$ cat src/rtl/scan_timing_pkg.sv
// Purpose : constants and carrier types for the linear sensor scan timing block
// Assumes : ref_clk_i at 50 MHz, sensor clock and start pulse arrive from the controller
// Notes   : one scan is 88 dummy strobes followed by 4096 pixel strobes
package scan_timing_pkg;

    // ------------------------------------------------------------------
    // timing
    // ------------------------------------------------------------------
    localparam int unsigned REF_CLK_HZ       = 50_000_000;
    localparam int unsigned REF_PERIOD_NS    = 1_000_000_000 / REF_CLK_HZ;
    localparam int unsigned SENSOR_MIN_NS    = 100;
    localparam int unsigned SENSOR_MIN_CYC   = (SENSOR_MIN_NS + REF_PERIOD_NS - 1) / REF_PERIOD_NS;
    localparam logic [7:0]  SENSOR_MIN_CNT   = 8'(SENSOR_MIN_CYC);

    // ------------------------------------------------------------------
    // scan geometry
    // ------------------------------------------------------------------
    localparam int unsigned PIXEL_COUNT      = 4096;
    localparam int unsigned FIRST_PIXEL_STRB = 89;
    localparam int unsigned INTEG_TAIL       = 48;
    localparam int unsigned LEVEL_W          = 12;
    localparam int unsigned ADDR_W           = 12;
    localparam int unsigned SLOT_W           = 13;
    localparam logic [SLOT_W-1:0] FIRST_PIXEL_SLOT = SLOT_W'(FIRST_PIXEL_STRB - 1);
    localparam logic [SLOT_W-1:0] LAST_SLOT        = SLOT_W'(FIRST_PIXEL_STRB - 2 + PIXEL_COUNT);
    localparam logic [5:0]        INTEG_TAIL_CNT   = 6'(INTEG_TAIL);
    localparam logic [ADDR_W-1:0] ADDR_RESET       = 12'h000;
    localparam logic [LEVEL_W-1:0] LEVEL_RESET     = 12'h000;

    // ------------------------------------------------------------------
    // types
    // ------------------------------------------------------------------
    typedef struct packed {
        logic               pixel;
        logic               last;
        logic [LEVEL_W-1:0] level;
    } pix_word_t;

    typedef enum logic {
        SCAN_IDLE,
        SCAN_READ
    } scan_state_t;

endpackage : scan_timing_pkg

$ cat src/rtl/pix_buffer.sv
// Purpose : two-entry buffer between the pixel shifter and the video output
// Assumes : single clock, synchronous active-high reset
// Notes   : in_ready_o low only when both entries hold words
`timescale 1ns/100ps
module pix_buffer (
    input  wire logic                        ref_clk_i,
    input  wire logic                        sys_rst_i,
    input  wire logic                        in_valid_i,
    output      logic                        in_ready_o,
    input  wire scan_timing_pkg::pix_word_t  in_data_i,
    output      logic                        out_valid_o,
    input  wire logic                        out_ready_i,
    output      scan_timing_pkg::pix_word_t  out_data_o
);
    import scan_timing_pkg::*;

    pix_word_t  mem [2];
    logic       wr_ptr;
    logic       rd_ptr;
    logic [1:0] count;

    wire push = in_valid_i & in_ready_o;
    wire pop  = out_valid_o & out_ready_i;

    assign in_ready_o  = (count != 2'h2);
    assign out_valid_o = (count != 2'h0);
    assign out_data_o  = mem[rd_ptr];

    always_ff @(posedge ref_clk_i) begin
        if (sys_rst_i) begin
            wr_ptr <= 1'b0;
            rd_ptr <= 1'b0;
            count  <= 2'h0;
        end else begin
            if (push) begin
                mem[wr_ptr] <= in_data_i;
                wr_ptr      <= ~wr_ptr;
            end
            if (pop) begin
                rd_ptr <= ~rd_ptr;
            end
            count <= count + 2'(push) - 2'(pop);
        end
    end

endmodule : pix_buffer

$ cat src/rtl/linear_sensor_scan_timing.sv
// Purpose : scan timing generator of a linear image sensor, driven by clock and start pulse, strobes held back by video_ready_i
// Assumes : controller keeps start pulse timing and clock duty within limits
// Notes   : pixel levels are read from the photosite array through pixel_addr_o
//
// Functional notes
// - Pixel value is stable when the sampling strobe rises.
// - Shifting starts on first clock rise after start pulse falls.
// - Integration lasts start pulse high time plus 48 clocks.
// - First valid pixel comes with the 89th strobe after start falls.
// - Each scan reads out 4096 pixels in order.
// - One pixel per clock; clock must not exceed 10 MHz.
`timescale 1ns/100ps
module linear_sensor_scan_timing (
    input  wire logic                                      ref_clk_i,
    input  wire logic                                      sys_rst_i,
    input  wire logic                                      sensor_clk_i,
    input  wire logic                                      scan_start_pulse_i,
    input  wire logic [scan_timing_pkg::LEVEL_W-1:0]       pixel_level_i,
    input  wire logic                                      video_ready_i,
    output      logic [scan_timing_pkg::LEVEL_W-1:0]       video_o,
    output      logic                                      pixel_valid_o,
    output      logic                                      strobe_o,
    output      logic                                      scan_done_output_o,
    output      logic [scan_timing_pkg::ADDR_W-1:0]        pixel_addr_o,
    output      logic                                      integrating_o,
    output      logic                                      overrate_o
);
    import scan_timing_pkg::*;

    // ------------------------------------------------------------------
    // pin synchronisers
    // ------------------------------------------------------------------
    logic [2:0] clk_sync;
    logic [2:0] st_sync;
    logic       clk_acc;
    logic       st_acc;

    // a change counts once the second and third stages agree
    wire next_clk_acc = (clk_sync[1] == clk_sync[2]) ? clk_sync[2] : clk_acc;
    wire next_st_acc  = (st_sync[1] == st_sync[2]) ? st_sync[2] : st_acc;
    wire clk_rise     = next_clk_acc & ~clk_acc;
    wire st_rise      = next_st_acc & ~st_acc;
    wire st_fall      = ~next_st_acc & st_acc;

    always_ff @(posedge ref_clk_i) begin
        if (sys_rst_i) begin
            clk_sync <= 3'h0;
            st_sync  <= 3'h0;
            clk_acc  <= 1'b0;
            st_acc   <= 1'b0;
        end else begin
            clk_sync <= {clk_sync[1:0], sensor_clk_i};
            st_sync  <= {st_sync[1:0], scan_start_pulse_i};
            clk_acc  <= next_clk_acc;
            st_acc   <= next_st_acc;
        end
    end

    // ------------------------------------------------------------------
    // clock rate watch
    // ------------------------------------------------------------------
    logic [7:0] period_cnt;
    logic       clk_seen;

    wire too_fast = clk_rise & clk_seen & (period_cnt < SENSOR_MIN_CNT);

    always_ff @(posedge ref_clk_i) begin
        if (sys_rst_i) begin
            period_cnt <= 8'h00;
            clk_seen   <= 1'b0;
            overrate_o <= 1'b0;
        end else begin
            if (clk_rise) begin
                period_cnt <= 8'h01;
                clk_seen   <= 1'b1;
            end else if (period_cnt != 8'hFF) begin
                period_cnt <= period_cnt + 8'h01;
            end
            // sticky: pixels may be lost above the rate, software must know
            if (too_fast) begin
                overrate_o <= 1'b1;
            end
        end
    end

    // ------------------------------------------------------------------
    // integration window
    // ------------------------------------------------------------------
    logic [5:0] tail_cnt;
    logic       tail_run;

    wire tail_end = tail_run & clk_rise & (tail_cnt == INTEG_TAIL_CNT - 6'h01);

    always_ff @(posedge ref_clk_i) begin
        if (sys_rst_i) begin
            integrating_o <= 1'b0;
            tail_run      <= 1'b0;
            tail_cnt      <= 6'h00;
        end else if (st_rise) begin
            integrating_o <= 1'b1;
            tail_run      <= 1'b0;
        end else if (st_fall) begin
            tail_run <= 1'b1;
            tail_cnt <= 6'h00;
        end else if (tail_end) begin
            integrating_o <= 1'b0;
            tail_run      <= 1'b0;
        end else if (tail_run & clk_rise) begin
            tail_cnt <= tail_cnt + 6'h01;
        end
    end

    // ------------------------------------------------------------------
    // shift sequencer
    // ------------------------------------------------------------------
    scan_state_t       state;
    scan_state_t       next_state;
    logic [SLOT_W-1:0] slot;
    logic              pending;
    logic              buf_in_ready;
    pix_word_t         push_word;

    wire reading    = (state == SCAN_READ);
    wire slot_req   = reading & (clk_rise | pending);
    wire push       = slot_req & buf_in_ready;
    wire is_pixel   = (slot >= FIRST_PIXEL_SLOT);
    wire is_last    = (slot == LAST_SLOT);

    // one driver for the whole word; dummy slots carry a zero level
    assign push_word = '{pixel: is_pixel, last: is_last, level: (is_pixel ? pixel_level_i : LEVEL_RESET)};

    always_comb begin
        next_state = state;
        case (state)
            SCAN_IDLE: begin
                if (st_fall) begin
                    next_state = SCAN_READ;
                end
            end
            SCAN_READ: begin
                if (push & is_last & ~st_fall) begin
                    next_state = SCAN_IDLE;
                end
            end
            default: begin
                next_state = SCAN_IDLE;
            end
        endcase
    end

    always_ff @(posedge ref_clk_i) begin
        if (sys_rst_i) begin
            state        <= SCAN_IDLE;
            slot         <= '0;
            pending      <= 1'b0;
            pixel_addr_o <= ADDR_RESET;
        end else begin
            state <= next_state;
            // a new start fall abandons any line still shifting
            if (st_fall) begin
                slot         <= '0;
                pending      <= 1'b0;
                pixel_addr_o <= ADDR_RESET;
            end else if (push) begin
                slot    <= slot + SLOT_W'(1);
                pending <= 1'b0;
                if (is_pixel) begin
                    pixel_addr_o <= pixel_addr_o + ADDR_W'(1);
                end
            end else if (slot_req) begin
                // stall: hold the shift until the buffer frees an entry
                pending <= 1'b1;
            end
        end
    end

    // ------------------------------------------------------------------
    // output buffer and video drive
    // ------------------------------------------------------------------
    logic      buf_out_valid;
    pix_word_t buf_out_data;
    logic      buf_last_q;

    // strobe is one cycle wide, so words leave at most every other cycle
    wire pop = buf_out_valid & video_ready_i & ~strobe_o;

    pix_buffer u_pix_buffer (
        .ref_clk_i   (ref_clk_i),
        .sys_rst_i   (sys_rst_i),
        .in_valid_i  (push),
        .in_ready_o  (buf_in_ready),
        .in_data_i   (push_word),
        .out_valid_o (buf_out_valid),
        .out_ready_i (pop),
        .out_data_o  (buf_out_data)
    );

    always_ff @(posedge ref_clk_i) begin
        if (sys_rst_i) begin
            video_o            <= LEVEL_RESET;
            pixel_valid_o      <= 1'b0;
            strobe_o           <= 1'b0;
            scan_done_output_o <= 1'b0;
        end else begin
            strobe_o           <= pop;
            scan_done_output_o <= strobe_o & pixel_valid_o & buf_last_q;
            if (pop) begin
                video_o       <= buf_out_data.level;
                pixel_valid_o <= buf_out_data.pixel;
            end
        end
    end

    always_ff @(posedge ref_clk_i) begin
        if (sys_rst_i) begin
            buf_last_q <= 1'b0;
        end else if (pop) begin
            buf_last_q <= buf_out_data.last;
        end
    end

endmodule : linear_sensor_scan_timing

$ cat config.mk
export PLATFORM = sky130hd
export DESIGN_NAME = linear_sensor_scan_timing
export DESIGN_NICKNAME = d
export VERILOG_FILES = /design/src/rtl/scan_timing_pkg.sv /design/src/rtl/pix_buffer.sv /design/src/rtl/linear_sensor_scan_timing.sv
export SDC_FILE = /design/constraint.sdc
export NUM_CORES = 1
export LEC_CHECK = 0
export BUFFER_PORTS_ARGS = -buffer_cell sky130_fd_sc_hd__buf_2
export CORE_MARGIN = 2
export CORE_UTILIZATION = 49
export DETAILED_ROUTE_END_ITERATION = 8
export PLACE_DENSITY_LB_ADDON = 0.15
export SKIP_LAST_GASP = 1
export SYNTH_ARGS = -nofsm -noshare
export SYNTH_HDL_FRONTEND = slang
export SYNTH_SLANG_ARGS = --single-unit
$ cat constraint.sdc
create_clock -name ref_clk_i -period 3.6 [get_ports ref_clk_i]
set_input_delay 0.54 -clock ref_clk_i [delete_from_list [all_inputs] [get_ports ref_clk_i]]
set_output_delay 0.54 -clock ref_clk_i [all_outputs]
set_load 0.05 [all_outputs]
==> results of run 1 <==
## path summary, 6_finish.rpt
kind | from | to | slack [ns] | cells past startpoint
max | clk_acc | u_pix_buffer.count[1] | 1.18 | 7
min | scan_start_pulse_i | st_sync[0] | 0.38 | 2
max reg2reg | clk_acc | u_pix_buffer.count[1] | 1.18 | 7
min reg2reg | st_sync[0] | st_sync[1] | 0.46 | 1
## per-stage QoR
stage / cells / utilization
final: 570 / 0.565
after floorplan: 415 / -
after CTS: 570 / 0.565
after global routing: 570 / 0.565
after global placement: 554 / 0.535
after detailed placement: 554 / 0.535
## placed cells by master, fill, tap and decap left out, types with 3 or more instances in the layout
cell type | netlist | layout
nand2_1 | 19 | 19
o21ai_0 | 11 | 11
xor2_1 | 5 | 5
ha_1 | 8 | 8
edfxtp_1 | 28 | 28
o31ai_1 | 14 | 14
inv_1 | 15 | 15
dfxtp_1 | 73 | 73
and4b_1 | 3 | 3
nor4b_1 | 3 | 3
nand3b_1 | 3 | 3
clkinv_8 | 0 | 3
or4_1 | 13 | 13
a21oi_1 | 31 | 31
nor3_1 | 8 | 7
buf_4 | 1 | 5
nor2_1 | 36 | 36
xnor2_1 | 5 | 5
nor2b_1 | 9 | 9
o2111ai_1 | 3 | 3
nand3_1 | 12 | 12
clkbuf_8 | 0 | 9
mux2i_1 | 19 | 19
and2_1 | 12 | 12
buf_2 | 1 | 45
a211oi_1 | 16 | 16
or3_1 | 11 | 11
nand4_1 | 6 | 6
## worst reg2reg max path, cell delays in order, from the launching register on
cell      delay [ns]
dfxtp_1         0.36
and3b_1         0.26
o211ai_2        0.62
clkinv_1        0.41
ha_1            0.31
xor2_1          0.16
xnor2_1         0.13
nor2_1          0.05
## kinds of logic after synthesis
kind of cell / share of synthesized area
simple gates: 0.207
flops: 0.533
compound gates: 0.133
buf+inv: 0.0388
mux: 0.0441
xor+xnor: 0.0203
fa+ha+maj: 0.0232
## power by group through the flow
stage | clock network [W] | registers [W] | logic [W]
floorplan | 0 | 0.00133 | 0.000125
global route | 0.000920 | 0.00124 | 0.000279
finish | 0.000849 | 0.00124 | 0.000254
CTS | 0.000877 | 0.00124 | 0.000257
global placement | 0 | 0.00126 | 0.000253
detailed placement | 0 | 0.00126 | 0.000257
## layer usage
metal  GRT usage  share of wire  wire [um]  up-vias
li1            -              -          -     1617
met4      0.0556          0.015        114        0
met5           0              0          0        -
met1       0.226           0.47       3650     1503
met2       0.280           0.48       3700       42
met3      0.0472          0.033        257       10
## flip-flops by register name, indices dropped and copies added (netlist names), 2 cells and up
register and flops:
u_pix_buffer.mem 28, slot 13, pixel_addr_o 12, video_o 12, period_cnt 8, tail_cnt 6, clk_sync 3, st_sync 3
u_pix_buffer.count 2
## layout make-up
cell class	count	area share
inverters	17	0.0131
clock buffers	9	0.0254
flip-flops and latches	101	0.472
clock inverters	7	0.0264
well taps	108	0.0277
multi-input cells	278	0.381
repair buffers	50	0.0539
==> flow_summary.yaml, run 1 <==
finish:
  diodes: 0
  final_area_um2: 4880
  regArea_um2: 2300
  drive_gt1_frac: 0.169
  fin_nets: 482
  nFillCells: 787
  syn_to_final_growth_pct: 13.0
  multi_input_area_um2: 1860
place:
  port_buffers: 45
  dp_hpwl_mm: 5.27
  gp_congestion: 0.750
  post_dp_cell_area_um2: 4620
  dp_slack_ns: 1.16
logic_synthesis:
  synth_edf_count: 28
  synth_common_cells: "dfxtp_1, nor2_1, a21oi_1"
  synth.area.top_cells: "dfxtp_1, edfxtp_1, mux2i_1, a21oi_1, nor2_1"
  yosysTopAreaCellShare: 0.339
  yosysUniqueCellTypes: 55
  synthFlopType: "dfxtp_1"
  synth_nets: 440
  synth.avg_cell_area_um2: 10.4
  synth_top_cell_by_area: "dfxtp_1"
  synthArstFlopShare: 0
  seq_area_frac_synth: 0.533
  synth_seq_cells: 101
  synthCells: 415
  yosysMostFrequentCell: "dfxtp_1"
  yosys_warnings: 0
  syn_area_um2: 4320
sta:
  fin_skew_ns: 0.0117
  report.final.slew_viol_count: 0
  fin_ws_ns: 1.18
  tightest_slew_ns: 0.851
  timing.fmax_mhz: 413
  period_share: 0.673
  hold_violations: 0
  finalCriticalPeriod_ns: 2.42
  setup_tns_ns: 0
  holdWs_ns: 0.384
  finalSetupViolations: 0
  relSlewSlack: 0.432
  rsz0062_at_grt: "no"
power:
  power.switching_w: 0.000639
  p_total_w: 0.00234
  power_frac_seq: 0.528
  p_int_w: 0.00170
  power_density_nw_per_um2: 479
  irDropWorstVdd_mv: 0.316
  p_leak_nw: 1.70
  p_comb_frac: 0.109
  power_frac_clock: 0.363
  switching_share: 0.273
critical_path:
  crit_fanout: 19
  end_kind: "flop"
  critPathLaunchType: "flop"
  crit_arrival_ns: 2.68
  slowest_stage: "o211ai_2"
  cp_top_family: "compound AO/OA/AOI/OAI gates"
  worstPathRequired_ns: 3.85
  path_class: "reg -> reg"
  worstPathCellList: "and3b_1 > o211ai_2 > clkinv_1 > ha_1 > xor2_1 > xnor2_1 > nor2_1"
  critPathBufInv: 1
  slowest_delay_ns: 0.62
die:
  ios: 46
  initial_core_util: 0.500
  die_x_um: 97.8
  num_rows: 34
  core_um2: 8640
  die_y_um: 97.8
  die_area_um2: 9570
drt:
  antenna_left: 0
  drtPass1Iterations: 6
  drt-initial-drc-count: 89
  wl_per_cell_um: 13.6
  drt-total-wl_mm: 7.73
  drc: 0
  dr_total_vias: 3172
  vias_per_cell: 5.56
clocking:
  cts_resized: 0
  hold_buffers: 0
  postCtsSetupBuffers: 0
  clk_path_buf_depth: 2
  cts_buffers: 9
  cts_root_buf: "clkbuf_8"
  clock_latency_ns: 0.38
  path_clk_slew_ns: 0.10
  cts.sinks: 101
  cts-htree-levels: 3
  cts_tree: "built"
grt:
  grt_max_degree: 32
  grt_usage: 0.173
  grt_pass1_vias: 2914
  grt_pass1_wl_mm: 13.6
  overflow: 0
  antenna_found_initial: 0
worst_hold_path:
  min_path_type: "in -> reg"
status:
  status: "completed"
run:
  max-cap-violations: 0
(Power assumes the default switching activity.)
==> run 2: changes to the inputs <==
==> constraint.sdc (replaced) <==
create_clock -name ref_clk_i -period 2 [get_ports ref_clk_i]
set_input_delay 0.3 -clock ref_clk_i [delete_from_list [all_inputs] [get_ports ref_clk_i]]
set_output_delay 0.3 -clock ref_clk_i [all_outputs]
set_load 0.05 [all_outputs]
==> run 2 against run 1 <==
  * Worst setup slack got worse by 1.1 ns
  * Wire length grew 5.6%
  * Worst hold slack got worse by 0.23 ns
  * Sequential share of layout area fell by 0.85 points
  * Fmax up 25%
  * Die area unchanged
  * Clock skew increased by 0.0051 ns
  * Sequential cell count unchanged
==> flow_summary.yaml, run 2 (synthesis gave the netlist of run 1 again) <==
status:
  status: "completed"
grt:
  grt_pass1_vias: 3093
  antenna_found_initial: 0
  grt_usage: 0.182
  grt_pass1_wl_mm: 14.4
  overflow: 0
  grt_max_degree: 31
worst_hold_path:
  min_path_type: "in -> reg"
sta:
  period_share: 0.969
  relSlewSlack: 0.606
  finalSetupViolations: 0
  hold_violations: 0
  rsz0062_at_grt: "yes"
  finalCriticalPeriod_ns: 1.94
  timing.fmax_mhz: 516
  tightest_slew_ns: 0.590
  report.final.slew_viol_count: 0
  fin_skew_ns: 0.0168
critical_path:
  critPathLaunchType: "flop"
  end_kind: "flop"
  crit_fanout: 15
  slowest_delay_ns: 0.55
  r2r_end: "u_pix_buffer.mem[0][10]"
  slowest_stage: "or4_4"
  timing.rr.start: "slot[7]"
  worstPathCellList: "or4_4 > a2111oi_4 > inv_2 > and2_1"
  worstPathRequired_ns: 2.12
  path_class: "reg -> reg"
  crit_arrival_ns: 2.06
  rrSetupSlack_ns: 0.06
  crit_path_end: "u_pix_buffer.mem[0][10]"
  cp_top_family: "simple AND/OR/NAND/NOR gates"
  cp.depth: 4
  critPathLaunch: "slot[7]"
  critPathBufInv: 1
  ff2ff_path_depth: 4
run:
  max-cap-violations: 0
finish:
  fin_nets: 495
  final_cell_mix: "dfxtp_1, buf_2, nor2_1"
  syn_to_final_growth_pct: 15.3
  nFillCells: 817
  regMostFlops: "u_pix_buffer.mem"
  diodes: 0
  fin_util: 0.576
  largest_reg_flops: 28
  layout_commonest_cell: "dfxtp_1"
  drive_gt1_frac: 0.200
  reg.largest.list: "u_pix_buffer.mem: 28 flops, slot: 13 flops"
clocking:
  path_clk_slew_ns: 0.10
  cts_tree: "built"
  hold_buffers: 0
  cts_buffers: 9
  clock_latency_ns: 0.37
  clk_path_buf_depth: 2
  postCtsSetupBuffers: 0
  cts_root_buf: "clkbuf_8"
  cts.sinks: 101
  cts-htree-levels: 3
  cts_resized: 0
die:
  die_x_um: 97.8
  core_um2: 8640
  initial_core_util: 0.500
  die_y_um: 97.8
  ios: 46
  die_area_um2: 9570
  num_rows: 34
drt:
  drt-initial-drc-count: 96
  wl_per_cell_um: 14.0
  drc: 0
  antenna_left: 0
  vias_per_cell: 5.54
  drt-total-wl_mm: 8.16
  dr_total_vias: 3227
  drtPass1Iterations: 4
place:
  port_buffers: 45
  dp_hpwl_mm: 5.69
  gp_congestion: 0.776
power:
  p_total_w: 0.00402
  irDropWorstVdd_mv: 0.642
  power_density_nw_per_um2: 807
  p_leak_nw: 1.76
-- run 2: cell count changes in the layout (fill, tap and decap cells not counted), moves of 2 or more --
cell / before / now
buf_12: 0 / 2
buf_4: 5 / 16
clkinv_8: 3 / 0
dfxtp_1: 73 / 70
dfxtp_2: 0 / 3
inv_6: 1 / 3
nor3b_2: 2 / 0
nor3b_4: 0 / 2
-- run 2: metrics by stage --
| stage | cell area (um^2) | worst slack, ns | hold slack [ns] | cells | TNS, ns |
|---|---|---|---|---|---|
| finish | 4970 | 0.0619 | 0.157 | 583 | 0 |
| global route | 4970 | -0.0291 | 0.188 | 583 | -0.391 |
| CTS | 4970 | 0.0621 | 0.147 | 583 | 0 |
| global placement | 4770 | 0.131 | 0.435 | 567 | 0 |
| floorplan | 4350 | 0.0123 | 0.414 | 415 | 0 |
| detailed placement | 4770 | 0.0732 | 0.433 | 567 | 0 |
-- run 2: how the worst min path moves through the flow --
stage | from | to | slack, ns | cells past startpoint
finish | scan_start_pulse_i | st_sync[0] | 0.16 | 2
global route | scan_start_pulse_i | st_sync[0] | 0.19 | 2
CTS | scan_start_pulse_i | st_sync[0] | 0.15 | 2
detailed placement | clk_sync[0] | clk_sync[1] | 0.43 | 1
global placement | st_sync[0] | st_sync[1] | 0.43 | 1
floorplan | clk_sync[0] | clk_sync[1] | 0.41 | 1
-- run 2: per-layer routing --
metal	vias to the layer above	wire length, um	GRT usage	part of all wire
met3	8	264	0.0494	0.032
met1	1535	3760	0.231	0.46
met2	42	4030	0.303	0.49
met4	0	97	0.0598	0.012
li1	1642	-	-	-
met5	-	0	0	0
-- run 2: cell type report --
cell class	count	area, um^2	area share
clock buffer	10	128	0.0257
clock inverter	6	75.1	0.0151
inverter	17	63.8	0.0128
multi-input combinational	278	1880	0.378
sequential	101	2310	0.464
tap	108	135	0.0272
timing repair buffer	63	385	0.0775
-- run 2: power by group --
part,switching [W],internal [W],total [W]
registers,0.0000459,0.00216,0.00220
logic,0.000330,0.000160,0.000491
clock network,0.000722,0.000602,0.00132
